`config.mk`:
```
export PLATFORM = sky130hd
export DESIGN_NAME = asr_receiver
export DESIGN_NICKNAME = d
export VERILOG_FILES = /design/src/verilog/asr_receiver.v /design/src/verilog/asr_sync.v /design/src/verilog/asr_divider.v
export VERILOG_INCLUDE_DIRS = /design/src /design/src/verilog
export SDC_FILE = /design/constraint.sdc
export NUM_CORES = 1
export LEC_CHECK = 0
export ABC_CLOCK_PERIOD_IN_PS = 6850
export BUFFER_PORTS_ARGS = -buffer_cell sky130_fd_sc_hd__buf_4
export CAP_MARGIN = 20
export CORE_MARGIN = 3
export CORE_UTILIZATION = 60
export DETAILED_ROUTE_END_ITERATION = 12
export PLACE_DENSITY = 0.87
export SETUP_SLACK_MARGIN = 0.05
export SYNTH_ARGS = -nofsm -noshare
export SYNTH_HDL_FRONTEND = slang
export SYNTH_SLANG_ARGS = --single-unit
```
`constraint.sdc`:
```
create_clock -name ref_clk -period 6.85 [get_ports ref_clk]
set_clock_uncertainty 0.15 [all_clocks]
set_input_delay 1.0275 -clock ref_clk [delete_from_list [all_inputs] [get_ports ref_clk]]
set_output_delay 1.0275 -clock ref_clk [all_outputs]
set_load 0.02 [all_outputs]
```
`src/verilog/asr_map.vh`:
```
// register offsets, field positions, reset values and timing counts
`ifndef ASR_MAP_VH
`define ASR_MAP_VH
// register word offsets
`define ASR_OFS_CTRL    2'h0
`define ASR_OFS_STAT    2'h1
`define ASR_OFS_DATA    2'h2
`define ASR_OFS_BAUD    2'h3
// serial_control_reg_one field positions
`define ASR_C_RX_EN     0
`define ASR_C_WORD_LEN  1
`define ASR_C_PAR_ON    2
`define ASR_C_PAR_ODD   3
`define ASR_C_QUIET_TY  4
`define ASR_C_SLEEP     5
`define ASR_C_ROUSE     6
`define ASR_C_FEEDBACK  7
`define ASR_C_RX_IE     8
`define ASR_C_QUIET_IE  9
`define ASR_C_MSB       9
// serial_status_reg field positions
`define ASR_S_FULL      0
`define ASR_S_OVERRUN   1
`define ASR_S_NOISE     2
`define ASR_S_FRAMING   3
`define ASR_S_PARITY    4
`define ASR_S_QUIET     5
// reset values
`define ASR_CTRL_RST    10'h000
`define ASR_BAUD_RST    13'h0000
// sample clock phases: three samples near the bit centre
`define ASR_PH_S1       4'h7
`define ASR_PH_S2       4'h8
`define ASR_PH_S3       4'h9
// frame sizes in bit-times, and last data bit index
`define ASR_FRAME_SHORT 4'hA
`define ASR_FRAME_LONG  4'hB
`define ASR_LAST_SHORT  4'h7
`define ASR_LAST_LONG   4'h8
`endif

```
`src/verilog/asr_receiver.v`:
```
// asynchronous serial receiver with register port
//
// Operation
// - receiver runs only while rx_enable set
// - holding register double-buffers the hidden shifter
// - sample-clock state machine times and levels bits
// - stop bit completes frame, loads holding, sets full
// - error flags appear only at the transfer
// - full at completion: overrun, keep old, drop new
// - no error flags together with overrun
// - status read then data read clears flags
// - receive interrupt whenever full and enabled
// - idle line is ones as long as frame
// - idle detect runs only while rx_enable set, type selectable
// - short detect counts every run of ones
// - long detect counts only after stop bit
// - quiet interrupt when enabled, cleared by sequence
// - quiet flag rearms only after a received frame
// - sleep suppresses flags, cleared by wakeup
// - rouse method zero idle, one address mark
// - idle wakeup clears sleep, next frame normal
// - address mark frame wakes and is received
// - feedback routes transmitter in, output held mark
// - sample clock sixteen times baud, modulus counter
// - ten or eleven bit frames selectable
// - parity bit checked even or odd
//
// Local design decisions: the register addresses and the address-and-strobe port.
`timescale 1ns/1ps
`include "asr_map.vh"
module asr_receiver #(
  parameter MOD_W = 13               // baud modulus width
) (
  input  wire        ref_clk,
  input  wire        resetn,
  input  wire [1:0]  reg_addr,
  input  wire [15:0] reg_wdata,
  input  wire        reg_wr,
  input  wire        reg_rd,
  output reg  [15:0] reg_rdata,
  input  wire        serial_in_pin,
  input  wire        tx_serial,
  output wire        serial_out_pin,
  output wire        rx_irq_req
);
  // engine states
  localparam ST_IDLE  = 2'b00;       // waiting for start edge
  localparam ST_START = 2'b01;       // checking start bit
  localparam ST_DATA  = 2'b10;       // shifting data bits
  localparam ST_STOP  = 2'b11;       // checking stop bit

  reg  [`ASR_C_MSB:0] ctrl;          // control bits, sleep apart
  reg                 rx_sleep;      // receiver asleep
  reg  [MOD_W-1:0]    baud_mod;      // baud modulus
  reg  [1:0]          state;         // engine state
  reg  [3:0]          phase;         // sample clock phase in bit
  reg  [3:0]          bit_cnt;       // data bits taken
  reg  [8:0]          shifter;       // receive shifter
  reg                 samp_a;        // first centre sample
  reg                 samp_b;        // second centre sample
  reg                 noise_acc;     // noise seen in frame
  reg  [3:0]          ones_cnt;      // consecutive one bit-times
  reg                 quiet_armed;   // quiet flag may set again
  reg                 clr_armed;     // status read seen
  reg  [8:0]          rx_holding_reg;
  reg                 rx_full_flag;
  reg                 overrun_flag;
  reg                 noise_flag;
  reg                 framing_error_flag;
  reg                 parity_error_flag;
  reg                 line_quiet_flag;
  reg  [15:0]         stat_word;     // status read value
  reg  [15:0]         ctrl_word;     // control read value

  wire                pin_sync;      // synchronised serial pin
  wire                tick;          // sample clock tick
  wire                rx_line;       // selected receive line

  // named control fields
  wire rx_enable         = ctrl[`ASR_C_RX_EN];
  wire word_length_sel   = ctrl[`ASR_C_WORD_LEN];
  wire parity_on         = ctrl[`ASR_C_PAR_ON];
  wire parity_odd_sel    = ctrl[`ASR_C_PAR_ODD];
  wire quiet_type_sel    = ctrl[`ASR_C_QUIET_TY];
  wire rouse_method_sel  = ctrl[`ASR_C_ROUSE];
  wire internal_feedback = ctrl[`ASR_C_FEEDBACK];
  wire rx_irq_en         = ctrl[`ASR_C_RX_IE];
  wire quiet_irq_en      = ctrl[`ASR_C_QUIET_IE];

  // pin passes two flip-flops before use
  asr_sync #(
    .W       (1)
  ) u_sync (
    .ref_clk (ref_clk),
    .resetn  (resetn),
    .d       (serial_in_pin),
    .q       (pin_sync)
  );

  // sample tick at sixteen times the baud rate
  asr_divider #(
    .MOD_W   (MOD_W)
  ) u_div (
    .ref_clk (ref_clk),
    .resetn  (resetn),
    .modulus (baud_mod),
    .tick    (tick)
  );

  // loopback: transmitter feeds receiver, pin held at mark
  assign rx_line        = internal_feedback ? tx_serial : pin_sync;
  assign serial_out_pin = internal_feedback ? 1'b1 : tx_serial;

  // register strobes
  wire wr_ctrl = reg_wr & (reg_addr == `ASR_OFS_CTRL);
  wire wr_baud = reg_wr & (reg_addr == `ASR_OFS_BAUD);
  wire rd_stat = reg_rd & (reg_addr == `ASR_OFS_STAT);
  wire rd_data = reg_rd & (reg_addr == `ASR_OFS_DATA);
  wire flag_clr = rd_data & clr_armed;

  // majority vote and noise on the third sample
  wire at_s3   = tick & (phase == `ASR_PH_S3);
  wire maj     = (samp_a & samp_b) | (samp_a & rx_line) |
                 (samp_b & rx_line);
  wire noisy   = ~((samp_a == samp_b) & (samp_b == rx_line));
  wire bit_done = at_s3 & (state != ST_IDLE);

  // frame geometry from word length
  wire [3:0] last_bit   = word_length_sel ? `ASR_LAST_LONG :
                                            `ASR_LAST_SHORT;
  wire [3:0] frame_size = word_length_sel ? `ASR_FRAME_LONG :
                                            `ASR_FRAME_SHORT;

  // shifter aligned to data; msb is always the top shifter bit
  wire [8:0] rx_word = word_length_sel ? shifter :
                                         {1'b0, shifter[8:1]};
  wire       rx_msb  = shifter[8];

  // parity over data and parity bit; even wants zero
  wire par_bad = parity_on & ((^rx_word) ^ parity_odd_sel);

  // frame completion at the stop bit centre
  wire frame_done = bit_done & (state == ST_STOP);
  wire stop_bad   = ~maj;
  wire wake_addr  = frame_done & rx_sleep & rouse_method_sel &
                    rx_msb;
  wire accept     = frame_done & (~rx_sleep | wake_addr);
  wire do_xfer    = accept & ~rx_full_flag;
  wire do_ovr     = accept & rx_full_flag;

  // one bit-time of ones: idle centres always, frame bits if short
  wire idle_one  = at_s3 & (state == ST_IDLE) & rx_line;
  wire frame_one = bit_done & maj & (state != ST_START) &
                   ~quiet_type_sel;
  wire one_bit   = rx_enable & (idle_one | frame_one);
  wire zero_bit  = bit_done & ~maj;
  wire quiet_hit = one_bit & (ones_cnt == frame_size - 4'h1);
  wire wake_idle = quiet_hit & rx_sleep & ~rouse_method_sel;
  wire quiet_set = quiet_hit & quiet_armed & ~rx_sleep;

  // interrupt requests from the flags
  assign rx_irq_req = (rx_irq_en & rx_full_flag) |
                      (quiet_irq_en & line_quiet_flag);

  // bit processor driven by the sample tick
  always @(posedge ref_clk or negedge resetn) begin
    if (!resetn) begin
      state     <= ST_IDLE;
      phase     <= 4'h0;
      bit_cnt   <= 4'h0;
      shifter   <= 9'h000;
      samp_a    <= 1'b1;
      samp_b    <= 1'b1;
      noise_acc <= 1'b0;
    end else if (!rx_enable) begin
      state     <= ST_IDLE;
      phase     <= 4'h0;
      bit_cnt   <= 4'h0;
      noise_acc <= 1'b0;
    end else if (tick) begin
      phase <= phase + 4'h1;
      // first two centre samples
      if (phase == `ASR_PH_S1) begin
        samp_a <= rx_line;
      end
      if (phase == `ASR_PH_S2) begin
        samp_b <= rx_line;
      end
      case (state)
        ST_IDLE: begin
          // a low line starts a frame; resync phase to it
          if (!rx_line) begin
            state <= ST_START;
            phase <= 4'h1;
          end
        end
        ST_START: begin
          if (phase == `ASR_PH_S3) begin
            // high majority is a false start
            if (maj) begin
              state <= ST_IDLE;
            end else begin
              state     <= ST_DATA;
              bit_cnt   <= 4'h0;
              noise_acc <= noisy;
            end
          end
        end
        ST_DATA: begin
          if (phase == `ASR_PH_S3) begin
            // lsb first into the top of the shifter
            shifter   <= {maj, shifter[8:1]};
            noise_acc <= noise_acc | noisy;
            bit_cnt   <= bit_cnt + 4'h1;
            if (bit_cnt == last_bit) begin
              state <= ST_STOP;
            end
          end
        end
        ST_STOP: begin
          // frame ends at the stop bit centre
          if (phase == `ASR_PH_S3) begin
            state <= ST_IDLE;
          end
        end
        default: begin
          state <= ST_IDLE;
        end
      endcase
    end
  end

  // consecutive ones counter, saturating at the frame size
  always @(posedge ref_clk or negedge resetn) begin
    if (!resetn) begin
      ones_cnt <= 4'h0;
    end else if (!rx_enable || zero_bit) begin
      ones_cnt <= 4'h0;
    end else if (one_bit && (ones_cnt != frame_size)) begin
      ones_cnt <= ones_cnt + 4'h1;
    end
  end

  // holding register loads only on an accepted transfer
  always @(posedge ref_clk or negedge resetn) begin
    if (!resetn) begin
      rx_holding_reg <= 9'h000;
    end else if (do_xfer) begin
      rx_holding_reg <= rx_word;
    end
  end

  // status flags: hardware set wins over the clearing read
  always @(posedge ref_clk or negedge resetn) begin
    if (!resetn) begin
      rx_full_flag       <= 1'b0;
      overrun_flag       <= 1'b0;
      noise_flag         <= 1'b0;
      framing_error_flag <= 1'b0;
      parity_error_flag  <= 1'b0;
      line_quiet_flag    <= 1'b0;
    end else begin
      rx_full_flag <= do_xfer | (rx_full_flag & ~flag_clr);
      overrun_flag <= do_ovr | (overrun_flag & ~flag_clr);
      // error flags follow the transfer only, never overrun
      noise_flag <= (do_xfer & (noise_acc | noisy)) |
                    (noise_flag & ~flag_clr);
      framing_error_flag <= (do_xfer & stop_bad) |
                            (framing_error_flag & ~flag_clr);
      parity_error_flag  <= (do_xfer & par_bad) |
                            (parity_error_flag & ~flag_clr);
      line_quiet_flag    <= quiet_set |
                            (line_quiet_flag & ~flag_clr);
    end
  end

  // quiet flag rearms when a frame reaches the holding register
  always @(posedge ref_clk or negedge resetn) begin
    if (!resetn) begin
      quiet_armed <= 1'b1;
    end else if (do_xfer) begin
      quiet_armed <= 1'b1;
    end else if (quiet_set) begin
      quiet_armed <= 1'b0;
    end
  end

  // clear mechanism: armed by status read, used by data read
  always @(posedge ref_clk or negedge resetn) begin
    if (!resetn) begin
      clr_armed <= 1'b0;
    end else if (rd_stat) begin
      clr_armed <= 1'b1;
    end else if (rd_data) begin
      clr_armed <= 1'b0;
    end
  end

  // control and baud registers
  always @(posedge ref_clk or negedge resetn) begin
    if (!resetn) begin
      ctrl     <= `ASR_CTRL_RST;
      baud_mod <= `ASR_BAUD_RST;
    end else begin
      if (wr_ctrl) begin
        ctrl <= reg_wdata[`ASR_C_MSB:0];
      end
      if (wr_baud) begin
        baud_mod <= reg_wdata[MOD_W-1:0];
      end
    end
  end

  // sleep: software write wins, else hardware wakeup clears
  always @(posedge ref_clk or negedge resetn) begin
    if (!resetn) begin
      rx_sleep <= 1'b0;
    end else if (wr_ctrl) begin
      rx_sleep <= reg_wdata[`ASR_C_SLEEP];
    end else if (wake_idle || wake_addr) begin
      rx_sleep <= 1'b0;
    end
  end

  // read values for status and control
  always @* begin
    stat_word = 16'h0000;
    stat_word[`ASR_S_FULL]    = rx_full_flag;
    stat_word[`ASR_S_OVERRUN] = overrun_flag;
    stat_word[`ASR_S_NOISE]   = noise_flag;
    stat_word[`ASR_S_FRAMING] = framing_error_flag;
    stat_word[`ASR_S_PARITY]  = parity_error_flag;
    stat_word[`ASR_S_QUIET]   = line_quiet_flag;
    ctrl_word = 16'h0000;
    ctrl_word[`ASR_C_MSB:0]   = ctrl;
    ctrl_word[`ASR_C_SLEEP]   = rx_sleep;
  end

  // read data stand only in the cycle after the strobe
  always @(posedge ref_clk or negedge resetn) begin
    if (!resetn) begin
      reg_rdata <= 16'h0000;
    end else if (reg_rd) begin
      case (reg_addr)
        `ASR_OFS_CTRL: begin
          reg_rdata <= ctrl_word;
        end
        `ASR_OFS_STAT: begin
          reg_rdata <= stat_word;
        end
        `ASR_OFS_DATA: begin
          reg_rdata <= {7'h00, rx_holding_reg};
        end
        `ASR_OFS_BAUD: begin
          reg_rdata <= {{(16-MOD_W){1'b0}}, baud_mod};
        end
        default: begin
          reg_rdata <= 16'h0000;
        end
      endcase
    end else begin
      reg_rdata <= 16'h0000;
    end
  end
endmodule // asr_receiver

```
`src/verilog/asr_sync.v`:
```
// two flip-flop synchroniser for pin inputs
`timescale 1ns/1ps
module asr_sync #(
  parameter W = 1                    // number of bits
) (
  input  wire         ref_clk,
  input  wire         resetn,
  input  wire [W-1:0] d,
  output reg  [W-1:0] q
);
  reg [W-1:0] meta;                  // first stage, read only by q

  // two stages; idle serial level is one
  always @(posedge ref_clk or negedge resetn) begin
    if (!resetn) begin
      meta <= {W{1'b1}};
      q    <= {W{1'b1}};
    end else begin
      meta <= d;
      q    <= meta;
    end
  end
endmodule // asr_sync

```
`src/verilog/asr_divider.v`:
```
// modulus counter making the sixteen-times sample tick
`timescale 1ns/1ps
module asr_divider #(
  parameter MOD_W = 13               // modulus width
) (
  input  wire             ref_clk,
  input  wire             resetn,
  input  wire [MOD_W-1:0] modulus,
  output reg              tick
);
  reg  [MOD_W:0] cnt;                // cycle counter
  wire [MOD_W:0] last;               // last count of a period

  // period is twice the modulus: 16x baud of clk/(32*mod)
  assign last = {modulus, 1'b0} - {{MOD_W{1'b0}}, 1'b1};

  // zero modulus stops the tick
  always @(posedge ref_clk or negedge resetn) begin
    if (!resetn) begin
      cnt  <= {(MOD_W+1){1'b0}};
      tick <= 1'b0;
    end else if (modulus == {MOD_W{1'b0}}) begin
      cnt  <= {(MOD_W+1){1'b0}};
      tick <= 1'b0;
    end else if (cnt >= last) begin
      cnt  <= {(MOD_W+1){1'b0}};
      tick <= 1'b1;
    end else begin
      cnt  <= cnt + {{MOD_W{1'b0}}, 1'b1};
      tick <= 1'b0;
    end
  end
endmodule // asr_divider

```
# Word level (Yosys, flattened, before mapping)
# Cells that the tools add are included.
[word_totals]
elab_cells = 179
regBits = 100
[op_classes]
magnitude_cmp = 1
n_reduce_logical = 18
muxes = 44
eq_ne = 23
add_sub_neg = 6
bitwise_logic = 62
[ops]
columns = ["operator", "n"]
rows = [
  ["$pmux 16 s4", 1],
  ["$mux 4", 12],
  ["$and 1x1->1", 42],
  ["$mux 14", 2],
  ["$ne 3x3->1 const B", 6],
  ["$mux 1", 16],
  ["$mux 16", 1],
  ["$mux 2", 8],
  ["$add 14x1->14 const B", 1],
  ["$ge 14x14->1", 1],
  ["$sub 14x1->14 const B", 1],
  ["$logic_not 13->1", 1],
  ["$add 4x1->4 const B", 3],
  ["$or 1x1->1", 12],
  ["$reduce_bool 2->1", 5],
  ["$mux 9", 1],
  ["$reduce_xor 9->1", 1],
  ["$eq 2x2->1 const B", 4],
  ["$eq 4x4->1", 2],
  ["$eq 4x4->1 const B", 2],
  ["$pmux 2 s4", 1],
  ["$pmux 4 s2", 1],
  ["$not 1->1", 7],
  ["$reduce_and 3->1", 2],
  ["16 further kinds", 21],
]

# Logic depth before layout (Yosys ltp)
# Gate-level depths: netlist of the first run.
[logic_depth]
word_depth = 15
ltp_mapped = 12
mapped_depth_nobuf = 11

# By module
# Synthesis of the first run repeated with hierarchy kept, for this count alone.
[hier_totals]
hier_cells = 470
area_unflattened_um2 = 5082.4
[modules_own_cells]
columns = ["mod", "cells_per_inst", "instances", "area_per_inst_um2"]
rows = [
  ["asr_receiver", 337, 1, 3860.0],
  ["asr_divider", 131, 1, 1169.9],
  ["asr_sync", 2, 1, 52.6],
]

# Worst setup path before layout of the first run
# OpenSTA, ideal clock, no wires.
[synth_path]
path_type = "reg-to-reg"
startpoint = "register baud_mod[6]"
endpoint = "register u_div.cnt[10]"
path_buffers = 1
stages_incl_launch_ff = 12
arrival_ns = 2.701
setup_time_ns = 0.136
path_slack_ns = 3.863
required_time_ns = 6.564
path_cell_list = "dfrtp_1 -> or4_1 -> or2_1 -> nor3_1 -> xnor2_1 -> ha_1 -> nand4_1 -> nor2_1 -> o21ai_0 -> o22ai_1 -> clkbuf_1 -> nor3_1"
[synth_between]
elab_chain_len = 4
[synth_lines]
columns = ["element", "line_no", "text"]
rows = [
  ["from (decl)", "asr_receiver.v:54", "reg [MOD_W-1:0] baud_mod;"],
  ["from (signal assigned)", "asr_receiver.v:303", "baud_mod <= `ASR_BAUD_RST;"],
  ["from (signal assigned)", "asr_receiver.v:309", "baud_mod <= reg_wdata[MOD_W-1:0];"],
  ["$sub 14x1->14", "asr_divider.v:15", "assign last = {modulus, 1'b0} - {{MOD_W{1'b0}}, 1'b1};"],
  ["$ge 14x14->1", "asr_divider.v:25", "end else if (cnt >= last) begin"],
  ["$mux 14", "asr_divider.v:25", ""],
  ["$mux 14 (*)", "asr_divider.v:22", "end else if (modulus == {MOD_W{1'b0}}) begin"],
  ["to (signal assigned)", "asr_divider.v:23", "cnt <= {(MOD_W+1){1'b0}};"],
  ["to (signal assigned)", "asr_divider.v:26", "cnt <= {(MOD_W+1){1'b0}};"],
  ["to (signal assigned)", "asr_divider.v:29", "cnt <= cnt + {{MOD_W{1'b0}}, 1'b1};"],
  ["to (decl)", "asr_divider.v:11", "reg [MOD_W:0] cnt;"],
]
# Mark *: on every way between the ends. The rest lies on a longest branch, timed or not.
# A chain may end at the register's enable or synchronous reset.

# Final worst setup path of the first run
[layout_path]
startpoint = "register baud_mod[6]"
endpoint = "register u_div.cnt[2]"
# The elaborated chain is that of the path after synthesis.

==> summary.txt, run 1 <==
Finish
  • Net count, final: roughly 550
  • Ratio of cells with drive above 1 in the final layout: a little over a fifth
  • Largest Register: u_div.cnt
  • Largest register FFs: 14
  • Number of antenna repair diodes: 0
  • Post-synthesis to final-layout area growth: 10.2%
  • Largest registers ranked by flip-flop count: u_div.cnt (14), baud_mod (13), reg_rdata (13)

Synth
  • Post-Synthesis Mean Instance Area: between 10 and 15 um^2
  • Post-synthesis cell type with the largest combined area: dfrtp_1
  • Post-synthesis instance area: 5100 um^2
  • Post-synth top area share: between 40 and 50%
  • Gate count after technology mapping: 474
  • Total of warnings raised by yosys: 0
  • Main synth FF type: dfrtp_1
  • Asr flop ratio synth: 100%
  • Yosys cell types: 60
  • Proportion of synthesized chip area in sequential cells: 47.3%
  • Count of state elements after synthesis: between 90 and 100
  • Cells taking the most area after synthesis: dfrtp_1 45%, mux2_2 7.7%, ha_1 5.4%
  • EDFF count, synth: 0

Clock tree
  • Buffer depth of the longest clock path: 2
  • Clock latency on the worst-skew pair: between 0.3 and 0.4 ns
  • Number of resized instances in the post-cts repair step: 0
  • Clock transition at the registers of the reported paths: approximately 0.10 ns
  • Sink count of the clock tree: 96
  • Root buf cell: clkbuf_8
  • # hold bufs at CTS: 0
  • Clock buffers created by TritonCTS: 9
  • Post-CTS repair timing setup buffer count: 0
  • CTS tree: yes
  • Maximum level of the CTS H-tree: 3

Pwr
  • Peak VDD IR: between 200 and 250 uV
  • Pwr dens: 243 nW/um^2
  • Leakage power total: 0.00259 uW

Detailed routing
  • DR vias/cell: 6.17
  • Count of routing violations after the opening detailed-route iteration: 291
  • Number of detailed-route iterations in the first pass: 5
  • Per-cell routed wire length: ~18 um
  • Wire length reported by the detailed router: 11.1 mm
  • Via total after detailed routing: 3765
  • DRC viols: 0
  • Detail Route Antenna Nets: 0

STA
  • Slew HR: between 40% and 50%
  • Setup violations, final: 0
  • Total Neg Setup Slack: 0 ns
  • Slew of the pin with the lowest slew margin: between 0.8 and 0.9 ns
  • RSZ-0062 raised after global routing: no
  • Peak Freq: around 310 MHz
  • Max-slew violation total from the final report: 0
  • Clock period minus final worst setup slack: approximately 3.3 ns
  • Smallest setup slack after layout: between 3 and 4 ns
  • Fraction of the cycle the final worst path needs: between 40% and 50%
  • Number of hold violations in the final report: 0

Floorplan
  • Initial Util: between 60 and 70%
  • Number of ports placed on the die boundary: 42
  • Std-Cell Core Area: about 8000 um^2
  • Site row count: 32
  • Die Span X: 98.2 um
  • Floorplan die height: a little under 100 um
  • Full die area: a little under 10000 um^2

Global routing
  • Wire length of the first global-routing pass: 18.4 mm
  • Number of global-route vias before repair: 3643
  • Overall overflow remaining after global route: 0
  • Aggregate global-route resource usage: between 20 and 25%
  • Number of antenna violations at the first check in global routing: 0
  • Pin count of the biggest net entering global routing: 51

Placement
  • Placement Setup Slack: 3.31 ns
  • RePlAce Congestion: about 0.86
  • Post-DP HPWL: around 7.8 mm
  • IO Port Bufs: 35

Setup path
  • Nature of the critical path startpoint: flip-flop
  • Cell at the slowest stage of the critical path: or4_1
  • Required time of the critical path: 6.95 ns
  • Endpoint class of the critical path: flip-flop
  • Flop2flop setup slack: about 3.6 ns
  • Worst-path cell chain: or4_1 > or2_1 > nor3_1 > xnor2_1 > ha_1 > nand4_1 > nor2_1 > o21ai_0 > o22ai_1 > buf_4 > nor3_1
  • Worst path max stage delay: ~0.57 ns
  • Top fanout value on the critical path: 10
  • Cell mode on critical path: nor3_1
  • Crit path arrival time: about 3.4 ns
  • WS Path Type: flip-flop to flip-flop
  • Total buffers and inverters traversed by the critical path: 1
  • Crit path max-delay family: simple AND/OR/NAND/NOR gates

Run
  • MaxCap Viol Count: 0

Worst hold path
  • Worst hold path class: flip-flop to flip-flop

Run status
  • Run status: finished, final reports clean
==> cells in the mapped netlist (3+ instances only) <==
master	n
a21o_1	8
a21oi_1	19
a22o_1	3
a22oi_1	5
a31oi_1	3
and2_1	13
buf_4	3
clkbuf_1	14
dfrtp_1	91
dfstp_2	5
ha_1	22
inv_1	13
mux2_2	35
mux2i_1	8
mux4_2	6
nand2_1	34
nand2b_1	4
nand3_1	20
nand4_1	4
nor2_1	32
nor2b_1	3
nor3_1	23
nor4_1	3
o21a_1	4
o21ai_0	16
o31a_1	3
o31ai_1	4
or3_1	3
xnor2_1	20
xor2_1	13
==> cell type report <==
type                       count  area [um^2]
multi-input combinational    345         2530
sequential                    96         2410
fill                         548         2350
timing repair buffer          38          285
clock buffer                  10          138
tap                          102          128
clock inverter                 6         72.6
inverter                      13         48.8
==> placed cells by master (no fill, tap or decap), types with 4 or more instances in the layout <==
cell,instances
dfrtp_1,91
buf_4,38
mux2_2,35
nand2_1,34
nor2_1,32
nor3_1,23
ha_1,22
xnor2_1,20
nand3_1,20
a21oi_1,19
o21ai_0,16
xor2_1,13
inv_1,13
and2_1,13
clkbuf_8,10
a21o_1,8
mux2i_1,8
mux4_2,6
a22oi_1,5
dfstp_2,5
nand2b_1,4
o21a_1,4
nand4_1,4
o31ai_1,4
inv_6,4
==> worst paths after layout <==
| path | from | to | cells after the start |
|---|---|---|---|
| setup / recovery | baud_mod[6]$_DFFE_PN0P_ | u_div.cnt[2]$_DFF_PN0_ | 11 |
| hold / removal | u_sync.meta$_DFF_PN1_ | u_sync.q$_DFF_PN1_ | 0 |
| setup reg to reg | baud_mod[6]$_DFFE_PN0P_ | u_div.cnt[2]$_DFF_PN0_ | 11 |
| hold reg to reg | u_sync.meta$_DFF_PN1_ | u_sync.q$_DFF_PN1_ | 0 |
| max in group asynchronous | resetn | shifter[5]$_DFFE_PN0P_ | 2 |
| min in group asynchronous | resetn | reg_rdata[6]$_DFF_PN0_ | 1 |
==> cell families after synthesis <==
kind of cell	Yosys count	synth area share, %
and+or+nand+nor	154	15.2
AOI/OAI and AO/OA	83	11.0
xor gates and xnor gates	33	5.67
other	1	0.0736
buffers and inverters	35	3.17
adders and majority gates	22	5.40
DFF	96	47.3
muxes	50	12.2
==> stage by stage <==
step	std cells	hold slack [ns]	util [%]	total power, uW	cell area (um^2)
after CTS	609	0.217	70.4	1370	5610
after detailed placement	593	0.203	67.7	972	5400
after floorplan	476	0.195	-	880	5100
after global routing	610	0.219	70.5	1430	5620
after global placement	593	0.198	67.7	952	5400
final	610	0.213	70.5	1360	5620
==> routing by layer <==
layer,vias to the layer above,part of all wire (%),global-route usage (%)
li1,1755,-,-
met1,1830,42,32.3
met4,0,2.6,9.66
met3,29,6.1,3.79
met5,-,0,0
met2,151,49,39.4
==> power by group <==
part           switching [uW]  internal, uW  leakage (uW)
Combinational             127           133       0.00124
Clock                     217           184      0.000104
Sequential               82.7           621       0.00125
(Power assumes the default switching activity.)
==> run 2: changes to the inputs <==
ABC_CLOCK_PERIOD_IN_PS = 3200   (was 6850)
clock period = 3.2 ns   (was 6.85 ns; I/O delays follow)
==> run 2 against run 1 <==
Net effect: critical endpoint is now u_div.tick$_DFF_PN0_; via count rose by 4.0%; global-route usage rose by 1.6 points; routed wire length rose by 9.1%; final area rose by 2.7%; non-clock buffer count rose by 7; setup slack got worse by 3.4 ns; sequential share of layout area fell by 1.1 points; critical path type unchanged.
==> summary.txt, run 2 (synthesized netlist as in run 1, its figures left out) <==
Run status
  • Run status: finished, final reports clean

Finish
  • Largest register FFs: 14 (unchanged)
  • Multi-input combinational cell area: 2570 um^2 (+1.5%)
  • Post-synthesis to final-layout area growth: 13.1%
  • Number of antenna repair diodes: 0 (unchanged)
  • Largest Register: u_div.cnt
  • Largest registers ranked by flip-flop count: u_div.cnt (14), baud_mod (13), reg_rdata (13)
  • Summed area of non-filler cells in the final layout: 5770 um^2 (+2.7%)
  • Commonest non-fill, non-tap cell in the layout: dfrtp_1
  • Net count, final: 556 (+1.3%)
  • Highest-count cells in the layout ignoring fill and taps: 89 x dfrtp_1, 43 x buf_4, 35 x mux2_2
  • Storage element area: 2410 um^2 (+0.10%)
  • Total of fill cells in the finished design: 528 (-3.6%)
  • Ratio of cells with drive above 1 in the final layout: 24.1% (+2.6 points)

Detailed routing
  • Wire length reported by the detailed router: 12.1 mm (+9.1%)
  • Per-cell routed wire length: 19.7 um (+7.9%)
  • DR vias/cell: 6.34 (+2.8%)
  • Number of detailed-route iterations in the first pass: 5 (unchanged)
  • Detail Route Antenna Nets: 0 (unchanged)
  • DRC viols: 0 (unchanged)
  • Via total after detailed routing: 3914 (+4.0%)
  • Count of routing violations after the opening detailed-route iteration: 284 (-2.4%)

Setup path
  • Launch point of the worst reg-to-reg path: baud_mod[6]$_DFFE_PN0P_
  • Top fanout value on the critical path: 8 (-2)
  • WS Path Type: flip-flop to flip-flop
  • Flop2flop setup slack: 0.23 ns (-3.37 ns)
  • Count of cell instances traversed by the critical path: 11 (unchanged)
  • Total buffers and inverters traversed by the critical path: 1 (unchanged)
  • Startpoint of the worst setup timing path: baud_mod[6]$_DFFE_PN0P_
  • Worst-path cell chain: or4_4 > or2_4 > nor3_4 > xnor2_2 > ha_1 > nand4_1 > nor2_1 > o21ai_1 > o22ai_2 > buf_6 > o21a_1
  • Critical register-to-register path endpoint: u_div.tick$_DFF_PN0_
  • Endpoint class of the critical path: flip-flop
  • Cell at the slowest stage of the critical path: or4_4
  • Logic depth of the worst register-to-register path: 11 (unchanged)
  • Nature of the critical path startpoint: flip-flop
  • Crit path arrival time: 3.13 ns (-0.23 ns)
  • Worst path max stage delay: 0.55 ns (-0.02 ns)
  • Required time of the critical path: 3.36 ns (-3.59 ns)
  • Crit path capture: u_div.tick$_DFF_PN0_
  • Crit path max-delay family: simple AND/OR/NAND/NOR gates

Global routing
  • Wire length of the first global-routing pass: 19.7 mm (+6.8%)
  • Overall overflow remaining after global route: 0 (unchanged)
  • Number of antenna violations at the first check in global routing: 0 (unchanged)
  • Pin count of the biggest net entering global routing: 60 (+18%)
  • Aggregate global-route resource usage: 25.7% (+1.6 points)
  • Number of global-route vias before repair: 3913 (+7.4%)

STA
  • Worst hold slack: 0.0172 ns (-0.196 ns)
  • Number of hold violations in the final report: 0 (unchanged)
  • Total Neg Setup Slack: 0 ns (unchanged)
  • RSZ-0062 raised after global routing: no
  • Peak Freq: 337 MHz (+9.6%)
  • Slew of the pin with the lowest slew margin: 0.790 ns (-0.0136 ns)
  • Setup violations, final: 0 (unchanged)
  • Fraction of the cycle the final worst path needs: 92.8% (+45 points)
  • Slew HR: 47.4% (+0.91 points)
  • Max-slew violation total from the final report: 0 (unchanged)
  • Clock period minus final worst setup slack: 2.97 ns (-0.285 ns)

Clock tree
  • Clock buffers created by TritonCTS: 9 (unchanged)
  • Maximum level of the CTS H-tree: 3 (unchanged)
  • Buffer depth of the longest clock path: 2 (unchanged)
  • Root buf cell: clkbuf_8
  • Sink count of the clock tree: 96 (unchanged)
  • CTS tree: yes
  • Clock transition at the registers of the reported paths: 0.10 ns (about the same)
  • Clock latency on the worst-skew pair: 0.38 ns (about the same)

Placement
  • IO Port Bufs: 35 (unchanged)
  • Post-DP HPWL: 7.95 mm (+2.2%)
  • Placed inst area: 5430 um^2 (+0.65%)
  • RePlAce Congestion: 0.840 (-2.3%)

Floorplan
  • Initial Util: 64.0% (unchanged)
  • Std-Cell Core Area: 7970 um^2 (unchanged)
  • Die Span X: 98.2 um (unchanged)
  • Number of ports placed on the die boundary: 42 (unchanged)
  • Full die area: 9640 um^2 (unchanged)
  • Floorplan die height: 98.2 um (unchanged)
  • Site row count: 32 (unchanged)

Pwr
  • Final Power: 3120 uW (+130%)
  • Leakage power total: 0.00266 uW (+3.0%)
  • Peak VDD IR: 418 uV (+110%)
  • Pwr dens: 541 nW/um^2 (+120%)

Run
  • MaxCap Viol Count: 0 (unchanged)

Worst hold path
  • Worst hold path class: input port to asynchronous set/reset pin
==> run 2: worst min-delay path by stage <==
stage                               start                      end  slack [ns]  cells after the start
floorplan                          resetn  baud_mod[0]$_DFFE_PN0P_        0.03                      0
global placement    u_sync.meta$_DFF_PN1_       u_sync.q$_DFF_PN1_        0.20                      0
detailed placement  u_sync.meta$_DFF_PN1_       u_sync.q$_DFF_PN1_        0.20                      0
CTS                                resetn    clr_armed$_DFFE_PN0P_        0.04                      1
global route                serial_in_pin    u_sync.meta$_DFF_PN1_        0.04                      1
finish                             resetn      ctrl[8]$_DFFE_PN0P_        0.02                      1
==> run 2: area by class of cell <==
| class | instances | area share, % |
|---|---|---|
| Tap cell | 102 | 2.21 |
| Sequential cell | 96 | 41.8 |
| Timing Repair Buffer | 45 | 6.14 |
| Clock buffer | 9 | 2.15 |
| Inverter | 13 | 0.846 |
| Clock inverter | 7 | 2.21 |
| Multi-Input combinational cell | 345 | 44.6 |
==> run 2: per-stage QoR <==
stage	cells	util (%)	setup WS [ns]
4_1_cts	612	71.3	0.111
2_1_floorplan	476	-	0.213
5_1_grt	617	72.4	0.0243
6_report	617	72.4	0.230
3_3_place_gp	596	68.2	0.322
3_5_place_dp	596	68.2	0.241
==> run 2: worst reg2reg max path, stage by stage, from the launching register on <==
cell and delay (ns):
dfrtp_2 0.47, or4_4 0.55, or2_4 0.27, nor3_4 0.21, xnor2_2 0.09, ha_1 0.31
nand4_1 0.14, nor2_1 0.13, o21ai_1 0.10, o22ai_2 0.19, buf_6 0.16, o21a_1 0.13
==> run 2: what timing repair did <==
action	4_1_cts	5_1_grt
hold buffers	0	0
buffers inserted	0	4
gates resized for setup	0	13
setup endpoints to repair	0	15
==> run 2: metal layers <==
| layer | part of all wire [%] | GRT usage [%] | routed length, um |
|---|---|---|---|
| met1 | 39 | 32.7 | 4750 |
| met2 | 51 | 43.1 | 6200 |
| met3 | 7.2 | 6.21 | 873 |
| met4 | 2.6 | 9.14 | 317 |
| met5 | 0 | 0 | 0 |
==> run 2: power by group <==
| group | switching (uW) | internal (uW) |
|---|---|---|
| combinational | 294 | 308 |
| sequential | 192 | 1330 |
| clock | 466 | 530 |
